**src/design/ar_timer_ctrl_pkg.sv**
```systemverilog
// Constants, register map and state type of the auto-reload timer control block.
// Assumes an APB master with 32-bit data; each 8-bit register sits in one word.
// Function
// - Capture B edge: 0 falling, 1 rising
// - Capture B flag gated by its enable
// - Capture B flag set by first capture only
// - Compare flag sticky, cleared only by software
// - Compare flag gated by its enable
// - Masked zero flag gated by its enable
// - Zero flag only while running (run/reset high), never while held cleared
// - PWM set/reset mode or toggle mode
// - Compare when mask&counter equals mask&compare
// - Zero when mask&counter equals zero
// - Overflow pin polarity in set mode
// - Overflow pin disabled shows polarity level
// - PWM set/reset follows pulse polarity
// - PWM disabled shows polarity level
// - High byte latched, loaded with low byte
// - High byte read returns loaded value
// - Reload/capture writable only when reload enabled
// - Capture register read only, high/low split
// - Compare register read/write, high/low split
// - Mask register read/write, low at E0
// - Interrupt is OR of flag-and-enable pairs and otherIrq
// - Overflow set mode releases on flag clear
package ar_timer_ctrl_pkg;

  // Register indices; byte address is four times the index
  localparam logic [7:0] IDX_MASK_LO = 8'hE0;
  localparam logic [7:0] IDX_STATUS  = 8'hE2;
  localparam logic [7:0] IDX_OUTCFG  = 8'hE3;
  localparam logic [7:0] IDX_RELOAD_CAPTURE_HIGH_BYTE_HI = 8'hE9;
  localparam logic [7:0] IDX_RELOAD_CAPTURE_HIGH_BYTE_LO = 8'hEA;
  localparam logic [7:0] IDX_CAP_HI  = 8'hEB;
  localparam logic [7:0] IDX_CAP_LO  = 8'hEC;
  localparam logic [7:0] IDX_CMP_HI  = 8'hED;
  localparam logic [7:0] IDX_CMP_LO  = 8'hEE;
  localparam logic [7:0] IDX_MASK_HI = 8'hEF;

  // Status register bit positions
  localparam int ST_CAPB_EDGE = 7;
  localparam int ST_CAPB_IEN  = 6;
  localparam int ST_CAPB_FLG  = 5;
  localparam int ST_CMP_IEN   = 4;
  localparam int ST_CMP_FLG   = 3;
  localparam int ST_ZERO_IEN  = 2;
  localparam int ST_ZERO_FLG  = 1;
  localparam int ST_PWM_MODE  = 0;

  // Flag bits, cleared by a written 0
  localparam logic [7:0] ST_FLAG_MASK = 8'h2A;

  // Output configuration bit positions
  localparam int OC_OVF_POL = 3;
  localparam int OC_OVF_EN  = 2;
  localparam int OC_PWM_POL = 1;
  localparam int OC_PWM_EN  = 0;
  localparam int OC_WIDTH   = 4;

  // Reset values
  localparam logic [7:0]  STATUS_RST = 8'h00;
  localparam logic [3:0]  OUTCFG_RST = 4'h0;
  localparam logic [15:0] WORD_RST   = 16'h0000;
  localparam logic [7:0]  BYTE_RST   = 8'h00;
  localparam logic [15:0] ZERO_WORD  = 16'h0000;

  // Whole block state, registered as one
  typedef struct packed {
    logic [1:0]  capSync;   // Two-stage synchroniser for capture B pin
    logic        capPrev;   // Previous synchronised level
    logic [7:0]  status;    // Capture/compare/zero status and control
    logic [3:0]  outCfg;    // Output pin configuration
    logic [15:0] reload_capture_high_byte;      // Reload/capture word
    logic [15:0] cap;       // Capture word
    logic [15:0] cmp;       // Compare word
    logic [15:0] mask;      // Mask word
    logic [7:0]  rlcpHi;    // High-byte holding latches
    logic [7:0]  cmpHi;
    logic [7:0]  maskHi;
    logic        pwmLevel;  // PWM pin level
    logic        ovfLevel;  // Overflow pin level
    logic [31:0] rdata;     // Read data for the access phase
    logic        slvErr;    // Error answer for the access phase
  } ctrl_state_t;

endpackage : ar_timer_ctrl_pkg

```
**src/design/ar_timer_ctrl.sv**
```systemverilog
// Control part of the 16-bit auto-reload timer: capture B, masked compare
// and masked zero detection, PWM and overflow pins, byte-wise 16-bit registers.
// Assumes the counter core supplies the count, tick, overflow and mode bits
// on the same clock; only the capture B pin is asynchronous.
`timescale 1ns/1ps
module ar_timer_ctrl #(
  parameter int ADDR_W = 12
) (
  // Clock, reset, enable
  input  wire logic                clk,
  input  wire logic                rst,
  input  wire logic                ce,
  // APB slave
  input  wire logic                psel,
  input  wire logic                penable,
  input  wire logic                pwrite,
  input  wire logic [ADDR_W-1:0]   paddr,
  input  wire logic [31:0]         pwdata,
  output logic                     pready,
  output logic [31:0]              prdata,
  output logic                     pslverr,
  // Counter core
  input  wire logic [15:0]         downCounter,
  input  wire logic                countTick,
  input  wire logic                runRes,
  input  wire logic                reloadEnable,
  input  wire logic                rlcpCaptureLoad,
  input  wire logic                overflowEvent,
  input  wire logic                overflowFlag,
  input  wire logic                overflowMode,
  input  wire logic                otherIrq,
  output logic [15:0]              reloadValue,
  output logic                     captureBEvent,
  // Pins
  input  wire logic                captureBInput,
  output logic                     pwmOut,
  output logic                     overflowPin,
  output logic                     timerIrq
);
  import ar_timer_ctrl_pkg::*;

  ctrl_state_t s_reg;   // Registered state
  ctrl_state_t s_next;  // Next state

  // Register index match on a word-aligned byte address
  function automatic logic hit(input logic [ADDR_W-1:0] a, input logic [7:0] idx);
    hit = (a[ADDR_W-1:2] == {{(ADDR_W-10){1'b0}}, idx}) && (a[1:0] == 2'b00);
  endfunction : hit

  // Any mapped register
  function automatic logic mapped(input logic [ADDR_W-1:0] a);
    mapped = hit(a, IDX_MASK_LO) || hit(a, IDX_STATUS) || hit(a, IDX_OUTCFG)
          || hit(a, IDX_RELOAD_CAPTURE_HIGH_BYTE_HI) || hit(a, IDX_RELOAD_CAPTURE_HIGH_BYTE_LO) || hit(a, IDX_CAP_HI)
          || hit(a, IDX_CAP_LO) || hit(a, IDX_CMP_HI) || hit(a, IDX_CMP_LO)
          || hit(a, IDX_MASK_HI);
  endfunction : mapped

  // Bus phase decode
  logic setupPhase;   // Setup cycle, read data prepared
  logic writeStrobe;  // Write takes effect at this edge
  logic [7:0] wByte;  // Written byte

  assign setupPhase  = ce && psel && !penable;
  assign writeStrobe = ce && psel && penable && pwrite && !s_reg.slvErr;
  assign wByte       = pwdata[7:0];
  // Zero wait state; answer held off while frozen
  assign pready      = psel && penable && ce;

  // Event detection
  logic capSeen;   // Active edge on capture B
  logic cmpMatch;  // Masked compare condition
  logic zeroMatch; // Masked zero condition
  logic cmpEvent;  // Masked compare event
  logic zeroEvent; // Masked zero event

  // Edge chosen by the edge select bit; reads second stage only
  assign capSeen = s_reg.status[ST_CAPB_EDGE]
                 ? (s_reg.capSync[1] && !s_reg.capPrev)
                 : (!s_reg.capSync[1] && s_reg.capPrev);
  assign cmpMatch  = (s_reg.mask & downCounter) == (s_reg.mask & s_reg.cmp);
  assign zeroMatch = (s_reg.mask & downCounter) == ZERO_WORD;
  // Compare counts once per counter step, so a held value fires only once
  assign cmpEvent  = countTick && cmpMatch;
  // Counter held cleared by run/reset low does not raise zero
  assign zeroEvent = countTick && runRes && zeroMatch;

  // Next-state logic
  always_comb begin
    s_next = s_reg;
    // Synchroniser and edge history
    s_next.capSync = {s_reg.capSync[0], captureBInput};
    s_next.capPrev = s_reg.capSync[1];

    // Register writes
    if (writeStrobe) begin
      if (hit(paddr, IDX_STATUS)) begin
        // Control bits written, flags only cleared by a 0
        s_next.status = (wByte & ~ST_FLAG_MASK)
                      | (s_reg.status & ST_FLAG_MASK & wByte);
      end
      if (hit(paddr, IDX_OUTCFG)) begin
        s_next.outCfg = wByte[OC_WIDTH-1:0];
      end
      // High bytes go to latches only
      if (hit(paddr, IDX_RELOAD_CAPTURE_HIGH_BYTE_HI) && reloadEnable) begin
        s_next.rlcpHi = wByte;
      end
      if (hit(paddr, IDX_CMP_HI)) begin
        s_next.cmpHi = wByte;
      end
      if (hit(paddr, IDX_MASK_HI)) begin
        s_next.maskHi = wByte;
      end
      // Low bytes load the whole word at once
      if (hit(paddr, IDX_RELOAD_CAPTURE_HIGH_BYTE_LO) && reloadEnable) begin
        s_next.reload_capture_high_byte = {s_reg.rlcpHi, wByte};
      end
      if (hit(paddr, IDX_CMP_LO)) begin
        s_next.cmp = {s_reg.cmpHi, wByte};
      end
      if (hit(paddr, IDX_MASK_LO)) begin
        s_next.mask = {s_reg.maskHi, wByte};
      end
    end

    // Capture from counter core into reload/capture word when reload is off
    if (rlcpCaptureLoad && !reloadEnable) begin
      s_next.reload_capture_high_byte = downCounter;
    end

    // Capture B: only an event with the flag clear captures and sets it; compare and zero sets win over clear
    if (capSeen && !s_reg.status[ST_CAPB_FLG]) begin
      s_next.cap = downCounter;
      s_next.status[ST_CAPB_FLG] = 1'b1;
    end
    if (cmpEvent) begin
      s_next.status[ST_CMP_FLG] = 1'b1;
    end
    if (zeroEvent) begin
      s_next.status[ST_ZERO_FLG] = 1'b1;
    end

    // PWM pin
    if (!s_reg.outCfg[OC_PWM_EN]) begin
      // Disabled: idle level is the polarity
      s_next.pwmLevel = s_reg.outCfg[OC_PWM_POL];
    end else if (s_reg.status[ST_PWM_MODE]) begin
      // Toggle mode
      if (cmpEvent) begin
        s_next.pwmLevel = !s_reg.pwmLevel;
      end
    end else begin
      // Set/reset mode; compare wins if both coincide
      if (zeroEvent) begin
        s_next.pwmLevel = !s_reg.outCfg[OC_PWM_POL];
      end
      if (cmpEvent) begin
        s_next.pwmLevel = s_reg.outCfg[OC_PWM_POL];
      end
    end

    // Overflow pin
    if (!s_reg.outCfg[OC_OVF_EN]) begin
      s_next.ovfLevel = s_reg.outCfg[OC_OVF_POL];
    end else if (overflowMode) begin
      if (overflowEvent) begin
        s_next.ovfLevel = !s_reg.ovfLevel;
      end
    end else begin
      // Set mode: active while the overflow flag stands
      if (overflowEvent) begin
        s_next.ovfLevel = !s_reg.outCfg[OC_OVF_POL];
      end else if (!overflowFlag) begin
        s_next.ovfLevel = s_reg.outCfg[OC_OVF_POL];
      end
    end

    // Read data prepared in the setup cycle
    if (setupPhase) begin
      s_next.slvErr = !mapped(paddr);
      s_next.rdata  = 32'h0000_0000;
      if (!pwrite) begin
        if (hit(paddr, IDX_STATUS)) begin
          s_next.rdata[7:0] = s_reg.status;
        end
        if (hit(paddr, IDX_OUTCFG)) begin
          s_next.rdata[OC_WIDTH-1:0] = s_reg.outCfg;
        end
        // High byte reads show the loaded word, never the latch
        if (hit(paddr, IDX_RELOAD_CAPTURE_HIGH_BYTE_HI)) begin
          s_next.rdata[7:0] = s_reg.reload_capture_high_byte[15:8];
        end
        if (hit(paddr, IDX_RELOAD_CAPTURE_HIGH_BYTE_LO)) begin
          s_next.rdata[7:0] = s_reg.reload_capture_high_byte[7:0];
        end
        if (hit(paddr, IDX_CAP_HI)) begin
          s_next.rdata[7:0] = s_reg.cap[15:8];
        end
        if (hit(paddr, IDX_CAP_LO)) begin
          s_next.rdata[7:0] = s_reg.cap[7:0];
        end
        if (hit(paddr, IDX_CMP_HI)) begin
          s_next.rdata[7:0] = s_reg.cmp[15:8];
        end
        if (hit(paddr, IDX_CMP_LO)) begin
          s_next.rdata[7:0] = s_reg.cmp[7:0];
        end
        if (hit(paddr, IDX_MASK_HI)) begin
          s_next.rdata[7:0] = s_reg.mask[15:8];
        end
        if (hit(paddr, IDX_MASK_LO)) begin
          s_next.rdata[7:0] = s_reg.mask[7:0];
        end
      end
    end
  end

  // State register; clock enable freezes everything
  always_ff @(posedge clk) begin
    if (rst) begin
      s_reg <= '{capSync: 2'b00, capPrev: 1'b0, status: STATUS_RST,
                 outCfg: OUTCFG_RST, reload_capture_high_byte: WORD_RST, cap: WORD_RST,
                 cmp: WORD_RST, mask: WORD_RST, rlcpHi: BYTE_RST,
                 cmpHi: BYTE_RST, maskHi: BYTE_RST, pwmLevel: 1'b0,
                 ovfLevel: 1'b0, rdata: 32'h0000_0000, slvErr: 1'b0};
    end else if (ce) begin
      s_reg <= s_next;
    end
  end

  // Outputs
  assign prdata        = s_reg.rdata;
  assign pslverr       = pready && s_reg.slvErr;
  assign reloadValue   = s_reg.reload_capture_high_byte;
  assign captureBEvent = ce && capSeen;
  assign pwmOut        = s_reg.pwmLevel;
  assign overflowPin   = s_reg.ovfLevel;
  // Enabling an already set flag raises the request at once
  assign timerIrq = otherIrq
                  || (s_reg.status[ST_CAPB_FLG] && s_reg.status[ST_CAPB_IEN])
                  || (s_reg.status[ST_CMP_FLG]  && s_reg.status[ST_CMP_IEN])
                  || (s_reg.status[ST_ZERO_FLG] && s_reg.status[ST_ZERO_IEN]);
endmodule : ar_timer_ctrl

```
**config.mk**
```make
export PLATFORM = sky130hd
export DESIGN_NAME = ar_timer_ctrl
export DESIGN_NICKNAME = d
export VERILOG_FILES = /design/src/design/ar_timer_ctrl_pkg.sv /design/src/design/ar_timer_ctrl.sv
export SDC_FILE = /design/constraint.sdc
export NUM_CORES = 1
export LEC_CHECK = 0
export CORE_MARGIN = 3
export CORE_UTILIZATION = 64
export CTS_CLUSTER_DIAMETER = 30
export DETAILED_ROUTE_END_ITERATION = 16
export DONT_BUFFER_PORTS = 1
export PLACE_DENSITY_LB_ADDON = 0.05
export SETUP_SLACK_MARGIN = 0.4
export SKIP_CTS_REPAIR_TIMING = 1
export SYNTH_ARGS = -nofsm -noshare
export SYNTH_HDL_FRONTEND = slang
export SYNTH_SLANG_ARGS = --single-unit
```
**constraint.sdc**
```tcl
create_clock -name clk -period 2.9 [get_ports clk]
set_clock_uncertainty 0.05 [all_clocks]
set_input_delay 0.58 -clock clk [delete_from_list [all_inputs] [get_ports clk]]
set_output_delay 0.58 -clock clk [all_outputs]
set_load 0.005 [all_outputs]
```
==> impl_metrics.py <==
metrics = {
    "outcome": {
        "outcome": "complete, no violations",
    },
    "floorplanning": {
        "ioPinCount": 129,
        "die-width_um": 104,
        "num_rows": 35,
        "die_h_um": 104,
        "start_util": 0.663,
        "die_area_sq_um": 10800,
        "core_sq_um": 9280,
    },
    "yosys": {
        "yosysWarnings": 0,
        "async_reset_ff_frac": 0,
        "postSynthRegisterBits": 114,
        "yosys.area.top_type": "dfxtp_1",
        "ys_seq_area_frac": 0.371,
        "yosysMostFrequentCell": "nand2_1",
        "avgSynthCellArea_sq_um": 8.08,
        "ys.flop_type": "dfxtp_1",
        "synth_top_area_share": 0.371,
        "yosys-top-cells-area": "dfxtp_1 37%, nand2_1 7.8%, mux2i_1 7.6%, buf_4 6.0%, a21oi_1 5.7%",
        "synth_common_cells": "128 x nand2_1, 114 x dfxtp_1, 79 x nor2_1, 70 x a21oi_1, 49 x buf_4",
        "synthDistinctLibCells": 62,
        "synth_edf_count": 0,
        "synthCells": 762,
        "synthesis.area_sq_um": 6160,
    },
    "route": {
        "finalWirelength_um": 19200,
        "wl_per_cell_um": 22.3,
        "vias_per_cell": 6.49,
        "drc_errors": 0,
        "vias": 5571,
        "drtIter0Drc": 713,
        "dr.pass1.iters": 7,
        "ant_nets": 0,
    },
    "sta": {
        "rsz0062_at_grt": "false",
        "post-route-min-period_ns": 2.23,
        "tightest_slew_ns": 0.728,
        "hold_violations": 0,
        "final.setup.tns_ns": 0,
        "setup_viol": 0,
        "hold_ws_ns": 0.0838,
        "slew_headroom": 0.515,
        "slew_viol_final": 0,
        "fin_crit_sh": 0.770,
        "fmax_mhz": 448,
    },
    "global_route": {
        "grt_max_degree": 110,
        "grt_overflow_total": 0,
        "grt_pass1_vias": 5136,
        "grt_pass1_wl_um": 29700,
        "antenna_found_initial": 0,
        "grt_util_all_layers": 0.351,
    },
    "clock_network": {
        "cts.path.max_buffers": 2,
        "cts_tree": "yes",
        "cts_root_buf": "clkbuf_8",
        "clkTransAtPathRegs_ns": 0.06,
        "h-tree-depth": 4,
        "cts-buffers-inserted": 17,
        "clock_sinks": 114,
        "insertion_delay_ns": 0.52,
    },
    "pwr": {
        "p_seq_frac": 0.414,
        "power_density_nw_per_um2": 593,
        "p_switching_w": 0.000907,
        "p_int_w": 0.00296,
        "comb_power_share": 0.038,
        "swShare": 0.235,
        "power_leakage_nw": 2.27,
        "p_clk_frac": 0.548,
        "ir_worst_vdd_mv": 0.556,
    },
    "final_layout": {
        "drive_above_1_share": 0.108,
        "n_antenna_cell": 0,
        "filler_cell_count": 770,
        "largest_register_ffs": 86,
        "final_nets": 793,
        "area_growth_pct": 5.89,
    },
    "critical_path": {
        "crit_fanout": 4,
        "worstSetupEndpointType": "output port",
        "crit_arrival_ns": 1.60,
        "cp_slowest_cell": "o21ai_0",
        "critPathLaunchType": "register",
        "critPathRequiredTime_ns": 2.27,
        "worstPathCellList": "nor3b_1 > o21ai_0 > inv_1",
        "path_class": "reg2out",
        "cp_slowest_stage_delay_ns": 0.47,
    },
    "place": {
        "gp_congestion": 0.968,
        "dp_hpwl_um": 13400,
        "numPortBuffers": 0,
    },
    "job": {
        "cap_violations": 0,
    },
    "hold_path": {
        "hold_class": "in2reg",
    },
}
-- critical path: cells and delay by family (launching register included) --
family                 cells  cell delay, ns
AO/OA/AOI/OAI              1            0.47
flip-flops                 1            0.42
buffers and inverters      1            0.12
AND/OR/NAND/NOR            1            0.08
-- logic make-up after synthesis --
| kind of cell | Yosys count | share of synthesized area |
|---|---|---|
| AOI/OAI and AO/OA | 169 | 0.195 |
| xor gates and xnor gates | 16 | 0.0228 |
| buffers and inverters | 108 | 0.100 |
| DFF | 114 | 0.371 |
| muxes | 51 | 0.0837 |
| other | 1 | 0.000609 |
| and+or+nand+nor | 303 | 0.227 |
-- stage by stage --
step	instances	cell area, sq um	util	total power, W	worst slack [ns]
final	859	6520	0.702	0.00387	0.668
after global routing	859	6520	0.702	0.00395	0.661
after CTS	859	6520	0.702	0.00386	0.678
after detailed placement	828	5930	0.638	0.00178	0.453
after global placement	828	5930	0.638	0.00178	0.496
after floorplan	785	6240	-	0.00183	0.642
-- power by group through the flow --
| stage | combinational (W) | sequential (W) | clock (W) |
|---|---|---|---|
| finish | 0.000147 | 0.00160 | 0.00212 |
| global route | 0.000163 | 0.00160 | 0.00218 |
| CTS | 0.000145 | 0.00160 | 0.00211 |
| detailed placement | 0.000144 | 0.00164 | 0 |
| global placement | 0.000140 | 0.00164 | 0 |
| floorplan | 0.000205 | 0.00163 | 0 |
-- final cells by class --
| cell class | count | area (sq um) | share of cell area |
|---|---|---|---|
| clock inverters | 14 | 180 | 0.0276 |
| flip-flops and latches | 114 | 2280 | 0.350 |
| inverters | 11 | 41.3 | 0.00633 |
| clock buffers | 17 | 414 | 0.0635 |
| well taps | 129 | 161 | 0.0248 |
| repair buffers | 11 | 95.1 | 0.0146 |
| multi-input cells | 563 | 3350 | 0.513 |
-- placed cells by master (no fill, tap or decap), types with 4 or more instances in the layout --
cell / n
conb_1: 24
buf_4: 10
nor2_1: 78
and2_1: 5
nand2b_1: 6
and3_1: 6
mux2_2: 4
inv_1: 11
mux2i_1: 47
nor2_2: 8
dfxtp_1: 114
a22o_1: 7
a311oi_2: 14
or2_2: 4
a221oi_1: 5
clkbuf_16: 16
clkinv_4: 5
nor2b_1: 12
nand2_1: 128
xor2_1: 16
o21ai_0: 18
a22oi_1: 14
o22ai_1: 7
nand4_1: 6
nand3_1: 31
o31ai_1: 5
a21oi_1: 70
-- metal layers --
layer  track usage  vias to the layer above  part of all wire  routed length (um)
li1              -                     2516                 -                   -
met1         0.455                     2644              0.39                7420
met2         0.555                      350              0.46                8780
met3         0.106                       61              0.12                2210
met4         0.125                        0             0.039                 756
met5             0                        -                 0                   0
-- path summary, 6_finish.rpt --
path / cells after the start / from / end / slack (ns)
min: 1 / rst / s_reg[37] / 0.08
max: 3 / s_reg[134] / captureBEvent / 0.67
max reg2reg: 6 / s_reg[85] / pwmOut / 0.87
min reg2reg: 2 / s_reg[54] / s_reg[54] / 0.40
Note: power is estimated with default switching activity, not from simulation.
